File: config.mk
export PLATFORM = sky130hd
export DESIGN_NAME = adc_conversion_timing_control
export DESIGN_NICKNAME = d
export VERILOG_FILES = /design/src/adcct_pkg.sv /design/src/adcct_clock_div.sv /design/src/adc_conversion_timing_control.sv
export SDC_FILE = /design/constraint.sdc
export NUM_CORES = 1
export LEC_CHECK = 0
export BUFFER_PORTS_ARGS = -buffer_cell sky130_fd_sc_hd__buf_2
export CAP_MARGIN = 25
export CORE_AREA = 2 2 129 81
export CTS_CLUSTER_DIAMETER = 50
export DETAILED_ROUTE_END_ITERATION = 7
export DIE_AREA = 0 0 131 83
export PLACE_DENSITY_LB_ADDON = 0.25
export SYNTH_ARGS = -nofsm -noshare
export SYNTH_HDL_FRONTEND = slang
export SYNTH_SLANG_ARGS = --single-unit
File: constraint.sdc
create_clock -name clock -period 2.51 [get_ports clock]
set_clock_uncertainty 0.1 [all_clocks]
set_input_delay 0.251 -clock clock [delete_from_list [all_inputs] [get_ports clock]]
set_output_delay 0.251 -clock clock [all_outputs]
set_load 0.005 [all_outputs]
File: src/adcct_pkg.sv
package adcct_pkg;
    // ------------------------------------------------------------
    // Register map (byte addresses)
    // ------------------------------------------------------------
    localparam logic [7:0] ADDR_CTRL   = 8'h00;
    localparam logic [7:0] ADDR_TRIG   = 8'h04;
    localparam logic [7:0] ADDR_STATUS = 8'h08;
    localparam logic [7:0] ADDR_TIME   = 8'h0c;

    // ------------------------------------------------------------
    // Control field positions
    // ------------------------------------------------------------
    localparam int CTRL_RUN     = 0;
    localparam int CTRL_CMPEN   = 1;
    localparam int CTRL_DIV_LO  = 2;
    localparam int CTRL_DIV_HI  = 4;
    localparam int CTRL_SPD_LO  = 5;
    localparam int CTRL_SPD_HI  = 6;
    localparam int CTRL_LOWSPD  = 7;
    localparam int CTRL_WAIT    = 8;
    localparam int CTRL_HWTRIG  = 9;
    localparam int CTRL_SCAN    = 10;
    localparam int CTRL_SEQ     = 11;
    localparam int CTRL_W       = 12;
    localparam logic [CTRL_W-1:0] CTRL_RESET = 12'h000;

    // Status bit positions
    localparam int STAT_BUSY   = 0;
    localparam int STAT_DONE   = 1;
    localparam int STAT_PROHIB = 2;
    localparam int STAT_CFGERR = 3;

    // ------------------------------------------------------------
    // Encodings
    // ------------------------------------------------------------
    localparam logic [2:0] DIV_32  = 3'h0;
    localparam logic [2:0] DIV_4   = 3'h3;
    localparam logic [2:0] DIV_1   = 3'h5;
    localparam logic [1:0] SPD_NM1 = 2'h0;
    localparam logic [1:0] SPD_NM2 = 2'h1;

    // ------------------------------------------------------------
    // Cycle counts in conversion-clock cycles
    // ------------------------------------------------------------
    localparam logic [9:0] NM1_SEL_CYC = 10'h042;  // 66
    localparam logic [9:0] NM1_SCN_CYC = 10'h102;  // 258
    localparam logic [9:0] NM2_SEL_CYC = 10'h0b7;  // 183
    localparam logic [9:0] NM2_SCN_CYC = 10'h2d6;  // 726
    localparam logic [9:0] SEQ_SAVE    = 10'h003;  // 3
    // Wait-mode surcharge per divider code, low-speed off / on
    localparam logic [5:0] WAIT_X_FAST [0:5] = '{6'h06, 6'h06, 6'h08, 6'h0c, 6'h14, 6'h24};
    localparam logic [5:0] WAIT_X_SLOW [0:5] = '{6'h00, 6'h00, 6'h00, 6'h06, 6'h06, 6'h08};

    // ------------------------------------------------------------
    // Halt guard time before clock or speed fields may change
    // ------------------------------------------------------------
    localparam real CLK_MHZ      = 250.0;
    localparam real HALT_GUARD_US = 0.2;
    localparam int  HALT_GUARD_CYC = int'($ceil(HALT_GUARD_US * CLK_MHZ));

    typedef enum logic [1:0] {
        ADCCT_IDLE,
        ADCCT_START,
        ADCCT_SETTLE,
        ADCCT_CONV
    } adcct_state_t;
endpackage

File: src/adcct_clock_div.sv
`timescale 1ns/1ns
// Conversion clock enable from the bus clock, divided by 32..1
module adcct_clock_div
    import adcct_pkg::*;
(
    // Clock and reset
    input  wire logic       clock,
    input  wire logic       rstSync_n,
    // Control
    input  wire logic       enable,
    input  wire logic [2:0] divSel,
    // Output
    output logic            tick
);
    logic [4:0] count;
    logic [4:0] limit;

    // Terminal count: 000b divides by 32, 101b passes the clock through
    assign limit = 5'(5'h1f >> divSel);

    // Counter restarts while idle so every frame starts phase-aligned
    always_ff @(posedge clock or negedge rstSync_n) begin
        if (!rstSync_n) begin
            count <= 5'h00;
            tick  <= 1'b0;
        end else if (!enable) begin
            count <= 5'h00;
            tick  <= 1'b0;
        end else begin
            tick  <= (count >= limit);
            count <= (count >= limit) ? 5'h00 : 5'(count + 5'h01);
        end
    end
endmodule

File: src/adc_conversion_timing_control.sv
`timescale 1ns/1ns
//
// Overview of operation
// - Duration sums start, settle and convert phases
// - Software and hardware triggers share timing
// - Wait mode adds settle on first conversion only
// - Normal mode 2 counts 183/189+/726
// - Sequential conversion saves three cycles
// - First conversion adds start time
// - Normal mode 1 counts 66/258
module adc_conversion_timing_control
    import adcct_pkg::*;
#(
    parameter logic [3:0] START_CYC = 4'h2
) (
    // Clock and reset
    input  wire logic        clock,
    input  wire logic        reset_n,
    // APB slave
    input  wire logic        psel,
    input  wire logic        penable,
    input  wire logic        pwrite,
    input  wire logic [7:0]  paddr,
    input  wire logic [31:0] pwdata,
    output logic             pready,
    output logic [31:0]      prdata,
    output logic             pslverr,
    // Hardware trigger
    input  wire logic        hwTrigger,
    // Converter status
    output logic             convBusy,
    output logic             convDone
);
    // ------------------------------------------------------------
    // Reset synchroniser
    // ------------------------------------------------------------
    logic rstMeta_n;
    logic rstSync_n;

    always_ff @(posedge clock or negedge reset_n) begin
        if (!reset_n) begin
            rstMeta_n <= 1'b0;
            rstSync_n <= 1'b0;
        end else begin
            rstMeta_n <= 1'b1;
            rstSync_n <= rstMeta_n;
        end
    end

    // ------------------------------------------------------------
    // State
    // ------------------------------------------------------------
    logic [CTRL_W-1:0] ctrl;
    adcct_state_t      state;
    logic [9:0]        phaseCount;
    logic [11:0]       elapsed;
    logic [11:0]       lastTime;
    logic              firstConv;
    logic              doneFlag;
    logic              prohibFlag;
    logic              cfgErrFlag;
    logic [7:0]        haltTimer;
    logic              tick;

    // ------------------------------------------------------------
    // Bus decode
    // ------------------------------------------------------------
    wire accessEnd  = psel && penable && pready;
    wire isCtrl     = (paddr == ADDR_CTRL);
    wire isTrig     = (paddr == ADDR_TRIG);
    wire isStatus   = (paddr == ADDR_STATUS);
    wire isTime     = (paddr == ADDR_TIME);
    wire mapped     = isCtrl || isTrig || isStatus || isTime;
    wire wrCtrl     = accessEnd && pwrite && isCtrl;
    wire wrTrig     = accessEnd && pwrite && isTrig && pwdata[0];
    wire wrStatus   = accessEnd && pwrite && isStatus;

    // ------------------------------------------------------------
    // Configuration fields
    // ------------------------------------------------------------
    wire       runBit    = ctrl[CTRL_RUN];
    wire       cmpEnBit  = ctrl[CTRL_CMPEN];
    wire [2:0] divSel    = ctrl[CTRL_DIV_HI:CTRL_DIV_LO];
    wire [1:0] speedSel  = ctrl[CTRL_SPD_HI:CTRL_SPD_LO];
    wire       lowSpeed  = ctrl[CTRL_LOWSPD];
    wire       waitMode  = ctrl[CTRL_WAIT];
    wire       hwMode    = ctrl[CTRL_HWTRIG];
    wire       scanMode  = ctrl[CTRL_SCAN];
    wire       seqMode   = ctrl[CTRL_SEQ];

    wire halted   = !runBit && !cmpEnBit;
    wire guardOk  = halted && (haltTimer == 8'(HALT_GUARD_CYC));
    wire [CTRL_W-1:0] wrVal = pwdata[CTRL_W-1:0];
    wire cfgChange = (wrVal[CTRL_LOWSPD:CTRL_DIV_LO] != ctrl[CTRL_LOWSPD:CTRL_DIV_LO]);
    wire cfgReject = wrCtrl && cfgChange && !guardOk;
    // Rejected writes keep the old clock and speed fields; other bits still land
    wire [CTRL_W-1:0] next_ctrl = cfgReject ?
        {wrVal[CTRL_W-1:CTRL_LOWSPD+1], ctrl[CTRL_LOWSPD:CTRL_DIV_LO], wrVal[CTRL_CMPEN:0]} :
        wrVal;

    wire divLegal   = lowSpeed ? (divSel >= DIV_4 && divSel <= DIV_1) : (divSel <= DIV_1);
    // Low-voltage speed modes are not timed by this block
    wire spdLegal   = (speedSel == SPD_NM1) || (speedSel == SPD_NM2);
    wire setupLegal = divLegal && spdLegal;

    // ------------------------------------------------------------
    // Cycle budget per conversion
    // ------------------------------------------------------------
    wire [2:0] divIdx  = divLegal ? divSel : DIV_32;
    wire [5:0] waitX   = lowSpeed ? WAIT_X_SLOW[divIdx] : WAIT_X_FAST[divIdx];
    wire [9:0] baseCyc = (speedSel == SPD_NM2) ?
                         (scanMode ? NM2_SCN_CYC : NM2_SEL_CYC) :
                         (scanMode ? NM1_SCN_CYC : NM1_SEL_CYC);
    wire [9:0] convCyc = seqMode ? 10'(baseCyc - SEQ_SAVE) : baseCyc;
    wire       doSettle = waitMode && firstConv;

    wire trigger  = hwMode ? hwTrigger : wrTrig;
    wire armed    = runBit && cmpEnBit;
    wire lastTick = tick && (phaseCount == 10'h001);
    wire convEnd  = (state == ADCCT_CONV) && lastTick;
    wire repeatOn = seqMode && armed;

    // ------------------------------------------------------------
    // Conversion sequencer
    // ------------------------------------------------------------
    adcct_clock_div u_div (
        .clock     (clock),
        .rstSync_n (rstSync_n),
        .enable    (state != ADCCT_IDLE),
        .divSel    (divIdx),
        .tick      (tick)
    );

    // Phase walk; a halt aborts the frame at once
    always_ff @(posedge clock or negedge rstSync_n) begin
        if (!rstSync_n) begin
            state      <= ADCCT_IDLE;
            phaseCount <= 10'h000;
            firstConv  <= 1'b1;
        end else if (!armed) begin
            state      <= ADCCT_IDLE;
            firstConv  <= 1'b1;
        end else begin
            case (state)
                ADCCT_IDLE: begin
                    if (trigger && setupLegal) begin
                        state      <= firstConv ? ADCCT_START : ADCCT_CONV;
                        phaseCount <= firstConv ? 10'(START_CYC) : convCyc;
                    end
                end
                ADCCT_START: begin
                    if (lastTick) begin
                        state      <= doSettle ? ADCCT_SETTLE : ADCCT_CONV;
                        phaseCount <= doSettle ? 10'(waitX) : convCyc;
                    end else if (tick) begin
                        phaseCount <= 10'(phaseCount - 10'h001);
                    end
                end
                ADCCT_SETTLE: begin
                    if (lastTick) begin
                        state      <= ADCCT_CONV;
                        phaseCount <= convCyc;
                    end else if (tick) begin
                        phaseCount <= 10'(phaseCount - 10'h001);
                    end
                end
                ADCCT_CONV: begin
                    if (lastTick) begin
                        firstConv  <= 1'b0;
                        state      <= repeatOn ? ADCCT_CONV : ADCCT_IDLE;
                        phaseCount <= convCyc;
                    end else if (tick) begin
                        phaseCount <= 10'(phaseCount - 10'h001);
                    end
                end
                default: begin
                    state <= ADCCT_IDLE;
                end
            endcase
        end
    end

    always_ff @(posedge clock or negedge rstSync_n) begin
        if (!rstSync_n) begin
            elapsed  <= 12'h000;
            lastTime <= 12'h000;
        end else if (convEnd) begin
            lastTime <= 12'(elapsed + 12'h001);
            elapsed  <= 12'h000;
        end else if (state == ADCCT_IDLE) begin
            elapsed  <= 12'h000;
        end else if (tick) begin
            elapsed  <= 12'(elapsed + 12'h001);
        end
    end

    // Guard timer runs only while halted, saturating at the guard time
    always_ff @(posedge clock or negedge rstSync_n) begin
        if (!rstSync_n) begin
            haltTimer <= 8'h00;
        end else if (!halted) begin
            haltTimer <= 8'h00;
        end else if (haltTimer != 8'(HALT_GUARD_CYC)) begin
            haltTimer <= 8'(haltTimer + 8'h01);
        end
    end

    // ------------------------------------------------------------
    // Registers and sticky flags (set beats clear)
    // ------------------------------------------------------------
    wire prohibHit = trigger && armed && (state == ADCCT_IDLE) && !setupLegal;

    always_ff @(posedge clock or negedge rstSync_n) begin
        if (!rstSync_n) begin
            ctrl       <= CTRL_RESET;
            doneFlag   <= 1'b0;
            prohibFlag <= 1'b0;
            cfgErrFlag <= 1'b0;
        end else begin
            if (wrCtrl) begin
                ctrl <= next_ctrl;
            end
            doneFlag   <= convEnd   || (doneFlag   && !(wrStatus && pwdata[STAT_DONE]));
            prohibFlag <= prohibHit || (prohibFlag && !(wrStatus && pwdata[STAT_PROHIB]));
            cfgErrFlag <= cfgReject || (cfgErrFlag && !(wrStatus && pwdata[STAT_CFGERR]));
        end
    end

    // ------------------------------------------------------------
    // APB answer: one wait state so read data comes from a flop
    // ------------------------------------------------------------
    wire [31:0] statusWord = {28'h0000000, cfgErrFlag, prohibFlag, doneFlag,
                              (state != ADCCT_IDLE)};
    wire [31:0] readMux = isCtrl   ? {20'h00000, ctrl} :
                          isStatus ? statusWord :
                          isTime   ? {20'h00000, lastTime} : 32'h00000000;

    always_ff @(posedge clock or negedge rstSync_n) begin
        if (!rstSync_n) begin
            pready   <= 1'b0;
            prdata   <= 32'h00000000;
            pslverr  <= 1'b0;
            convBusy <= 1'b0;
            convDone <= 1'b0;
        end else begin
            pready   <= psel && penable && !pready;
            prdata   <= (psel && penable && !pready && !pwrite) ? readMux : 32'h00000000;
            pslverr  <= psel && penable && !pready && !mapped;
            convBusy <= (state != ADCCT_IDLE);
            convDone <= convEnd;
        end
    end
endmodule

==> results.json, run 1 <==
{
  "layout-drive-gt1-share": 0.171,
  "setup_viol": 0,
  "regArea_um2": 2110,
  "placed_area_um2": 5110,
  "root_buffer": "clkbuf_16",
  "numCtsBuffers": 9,
  "mostFrequentLayoutCells": "82 x dfrtp_1, 57 x nor2_1, 52 x nand2_1",
  "fin_crit_sh": 0.927,
  "yosysUniqueCellTypes": 57,
  "grt_usage": 0.216,
  "vias": 3974,
  "wl_per_cell_um": 15.9,
  "hp-class": "input port to flip-flop",
  "ir_drop_mv": 0.441,
  "grt_overflow_total": 0,
  "crit_chain": "nand2b_2, inv_2, nand2_1, ha_1, nand2b_1, a21o_1, a21o_1, a21o_1, a211o_1, nor2_1",
  "fillers": 860,
  "dieArea_um2": 10900,
  "yosys_warnings": 0,
  "synth_area_leaders": "dfrtp_1 44%, o21ai_0 5.4%, ha_1 4.8%",
  "ant_nets": 0,
  "clk_latency_ns": 0.34,
  "grt_max_degree": 43,
  "die_y_um": 83,
  "start_kind": "flip-flop",
  "post_synth_inst_count": 519,
  "diodes": 0,
  "max_freq_mhz": 430,
  "syn_area_per_cell_um2": 9.12,
  "final_hold_viol_count": 0,
  "end_kind": "flip-flop",
  "outcome": "finished clean",
  "syn_area_um2": 4730,
  "worst_slew_pin_slew_ns": 0.600,
  "cp_data_required_time_ns": 2.68,
  "grt_pass1_vias": 3611,
  "htree_levels": 3,
  "die_width_um": 131,
  "tns_ns": 0,
  "dp.final_hpwl_mm": 8.21,
  "port_buffers": 41,
  "fp-row-count": 28,
  "ios": 82,
  "final_cell_area_um2": 5460,
  "crit_family": "compound AO/OA/AOI/OAI gates",
  "clock_sinks": 84,
  "synth_edf_count": 0,
  "drt_pass1_iterations": 5,
  "totalPowerFinal_uw": 3230,
  "crit_path_top_delay_cell": "dfrtp_1",
  "arrival_ns": 2.50,
  "vias_per_cell": 5.61,
  "synth_top_area_share": 0.439,
  "synth_flop_cell": "dfrtp_1",
  "crit_top_cell": "a21o_1",
  "synth_top_area_cell": "dfrtp_1",
  "final_common_cell": "dfrtp_1",
  "yosys_register_bits": 84,
  "async_reset_ff_frac": 1.00,
  "fp.coreArea_um2": 9630,
  "drcViolationCount": 0,
  "ys_seq_area_frac": 0.444,
  "place_congestion": 0.932,
  "post-route-min-period_ns": 2.33,
  "worst_slack_ns": 0.182,
  "pre_cts_ws_ns": 0.142,
  "antenna_found_initial": 0,
  "cts_tree": "yes",
  "power.leakage_uw": 0.00259,
  "critPathKind": "flip-flop to flip-flop",
  "clkTransAtPathRegs_ns": 0.06,
  "power_density_nw_per_um2": 592,
  "grt_pass1_wl_mm": 18.3,
  "fin_nets": 632,
  "rsz0062_at_grt": "no",
  "maxCapViolations": 0,
  "slew_viol_final": 0,
  "path_max_fanout": 5,
  "drt_iter0_drc": 474,
  "drt-total-wl_mm": 11.3,
  "postCtsSetupBuffers": 0,
  "max_stage_delay_ns": 0.37,
  "multi_input_area_um2": 2390,
  "clk_path_buf_depth": 2,
  "start_util": 0.491,
  "slew_headroom": 0.590,
  "area_growth_pct": 15.2,
  "critPathBufInv": 1
}
cell usage after synthesis, types with 4 or more instances:
| library cell | count |
|---|---|
| a211oi_1 | 4 |
| a21o_1 | 4 |
| a21oi_1 | 14 |
| a22oi_1 | 10 |
| a31oi_1 | 8 |
| and3_1 | 13 |
| buf_2 | 4 |
| buf_4 | 21 |
| clkbuf_1 | 16 |
| dfrtp_1 | 83 |
| ha_1 | 18 |
| inv_1 | 20 |
| mux2_2 | 12 |
| nand2_1 | 52 |
| nand2b_1 | 13 |
| nand3_1 | 18 |
| nand4_1 | 4 |
| nor2_1 | 57 |
| nor3_1 | 8 |
| o21ai_0 | 51 |
| or3_1 | 6 |
| xnor2_1 | 15 |
| xor2_1 | 11 |
per-layer routing:
layer / wire, um / share of wire / GRT usage
met1: 5620 / 0.50 / 0.337
met4: 80 / 0.0071 / 0.0445
met5: 0 / 0 / 0
met2: 4740 / 0.42 / 0.303
met3: 851 / 0.075 / 0.0503
repair_timing:
item | CTS | global route
setup endpoints to repair | 0 | 4
hold buffers | 1 | 0
hold endpoints to repair | 2 | 0
gates resized for setup | 0 | 2
cell type report:
cell class / count / area share
Clock buffer: 13 / 0.0495
Clock inverter: 3 / 0.0124
Inverter: 21 / 0.0144
Multi-Input combinational cell: 392 / 0.438
Sequential cell: 84 / 0.386
Tap cell: 135 / 0.0310
Timing Repair Buffer: 60 / 0.0688
stage by stage:
stage	util	instances	hold slack (ns)
floorplan	-	538	-0.145
global placement	0.530	691	-0.0633
detailed placement	0.530	691	-0.0593
CTS	0.566	708	0.0384
global route	0.566	708	0.0398
finish	0.566	708	0.0465
worst paths after layout:
check | slack (ns) | depth (start not counted) | from | to
setup / recovery | 0.18 | 10 | ctrl[3] | u_div.count[4]
hold / removal | 0.05 | 2 | pwdata[10] | ctrl[10]
setup reg to reg | 0.18 | 10 | ctrl[3] | u_div.count[4]
hold reg to reg | 0.23 | 0 | rstSync_n | doneFlag
max in group asynchronous | 1.41 | 1 | rstSync_n | firstConv
min in group asynchronous | 0.13 | 2 | reset_n | rstMeta_n
power by group:
| group | switching [uW] | leakage, uW | internal (uW) |
|---|---|---|---|
| sequential | 83.7 | 0.00111 | 1420 |
| combinational | 129 | 0.00132 | 122 |
| clock | 520 | 0.000162 | 953 |
kinds of logic (layout without fill, tap and decap cells):
family	after synthesis	in the layout	share of synthesized area
buffers and inverters	62	97	0.0669
and+or+nand+nor	192	192	0.198
AOI/OAI and AO/OA	120	120	0.158
adders and majority gates	18	18	0.0476
other	2	21	0.00159
muxes	15	15	0.0351
DFF	84	84	0.444
xor gates and xnor gates	26	26	0.0481
flip-flops by register name, indices dropped and copies added (netlist names), 2 cells and up:
register and cells:
phaseCount 10, u_div.count 5, elapsed 12, haltTimer 8, ctrl 12, lastTime 12, prdata 12, state 2
Power figures use the tool's default switching activity.
==> run 2: changes to the inputs <==
CORE_AREA = 2 2 171 106   (was 2 2 129 81)
CTS_CLUSTER_SIZE = 40   (was unset)
DIE_AREA = 0 0 173 108   (was 0 0 131 83)
==> run 2 against run 1 <==
Clock power is 10% lower. Count of clock-buffer cells in the layout is 4 lower. Largest cell class unchanged. Via count is 3.4% lower. Highest routed layer unchanged. Fmax is 2.5% lower. Non-clock buffer count is 4 higher. Utilization is 24 points lower. Critical path type unchanged.
==> results.json, run 2 (synthesis gave the netlist of run 1 again) <==
{
  "outcome": "finished clean",
  "worst_slew_pin_slew_ns": 0.578,
  "dieArea_um2": 18700,
  "fp.coreArea_um2": 16900,
  "grt_overflow_total": 0,
  "post-route-min-period_ns": 2.39,
  "area_growth_pct": 17.7,
  "arrival_ns": 2.55,
  "wl_per_cell_um": 14.6,
  "drcViolationCount": 0,
  "setup_viol": 0,
  "die_y_um": 108,
  "mostFrequentLayoutCells": "82 x dfrtp_1, 57 x nor2_1, 52 x nand2_1",
  "fin_crit_sh": 0.951,
  "final_cell_area_um2": 5570,
  "postCtsSetupBuffers": 0,
  "die_width_um": 173,
  "end_kind": "flip-flop",
  "critPathKind": "flip-flop to flip-flop",
  "start_util": 0.279,
  "vias_per_cell": 4.73,
  "layout-drive-gt1-share": 0.177,
  "drt_pass1_iterations": 5,
  "dp.final_hpwl_mm": 8.97,
  "slew_headroom": 0.615,
  "tns_ns": 0,
  "drt-total-wl_mm": 11.8,
  "rsz0062_at_grt": "no",
  "power_density_nw_per_um2": 551,
  "cp_data_required_time_ns": 2.67,
  "final_hold_viol_count": 0,
  "start_kind": "flip-flop",
  "fin_nets": 636,
  "ir_drop_mv": 0.331,
  "final_common_cell": "dfrtp_1",
  "maxCapViolations": 0,
  "grt_usage": 0.130,
  "placed_area_um2": 5260,
  "antenna_found_initial": 0,
  "slew_viol_final": 0,
  "clock_sinks": 84,
  "clkTransAtPathRegs_ns": 0.07,
  "grt_max_degree": 43,
  "ant_nets": 0,
  "port_buffers": 41,
  "htree_levels": 3,
  "pre_cts_ws_ns": 0.137,
  "root_buffer": "clkbuf_16",
  "clk_path_buf_depth": 2,
  "place_congestion": 0.872,
  "numCtsBuffers": 9,
  "max_freq_mhz": 419,
  "vias": 3838,
  "drt_iter0_drc": 342,
  "ios": 82,
  "cts_tree": "yes",
  "worst_slack_ns": 0.122,
  "path_max_fanout": 5,
  "grt_pass1_vias": 3531,
  "fp-row-count": 37,
  "grt_pass1_wl_mm": 19.1,
  "totalPowerFinal_uw": 3070,
  "hp-class": "input port to flip-flop",
  "clk_latency_ns": 0.34,
  "power.leakage_uw": 0.00260,
  "diodes": 0
}
==> run 2: timing repair <==
action                                 in CTS  in global routing
endpoints found under the hold margin       2                  0
setup endpoints to repair                   0                  3
gates resized for setup                     0                  1
hold buffers                                1                  0
==> run 2: path summary, 6_finish.rpt <==
check | start | to | slack (ns) | cells past startpoint
setup / recovery | ctrl[3] | u_div.count[3] | 0.12 | 10
hold / removal | pwdata[9] | ctrl[9] | 0.05 | 2
setup reg to reg | ctrl[3] | u_div.count[3] | 0.12 | 10
hold reg to reg | rstSync_n | convDone | 0.23 | 0
max in group asynchronous | rstSync_n | firstConv | 1.43 | 1
min in group asynchronous | reset_n | rstSync_n | 0.12 | 2
==> run 2: routing by layer <==
layer,GRT usage,vias to the layer above,wire (um)
li1,-,1880,-
met1,0.207,1834,6430
met2,0.169,116,4620
met3,0.0323,8,690
met4,0.0285,0,100
met5,0,-,0
==> run 2: through the flow <==
stage / hold WS (ns) / utilization / cells
after floorplan: -0.145 / - / 538
after global placement: -0.0630 / 0.310 / 794
after detailed placement: -0.0582 / 0.310 / 794
after CTS: 0.0360 / 0.329 / 811
after global routing: 0.0316 / 0.329 / 811
final: 0.0454 / 0.329 / 811
==> run 2: final cells by class <==
class	count	area, um2
fillers	1782	11400
well taps	234	293
multi-input cells	392	2390
inverters	21	78.8
clock buffers	9	225
repair buffers	64	405
flip-flops and latches	84	2110
clock inverters	7	76.3
==> run 2: power breakdown <==
group	leakage, uW	internal, uW	switching (uW)
clock	0.000149	708	617
sequential	0.00111	1420	79.8
combinational	0.00134	122	126
total	0.00260	2250	822
==> run 2: worst max-delay path: stages, from the launching register on <==
cell,delay (ns)
dfrtp_1,0.37
nand2b_2,0.22
inv_1,0.11
nand2_1,0.10
ha_1,0.29
nand2b_1,0.14
a21o_1,0.17
a21o_1,0.18
a21o_1,0.19
a211o_1,0.34
nor2_1,0.12
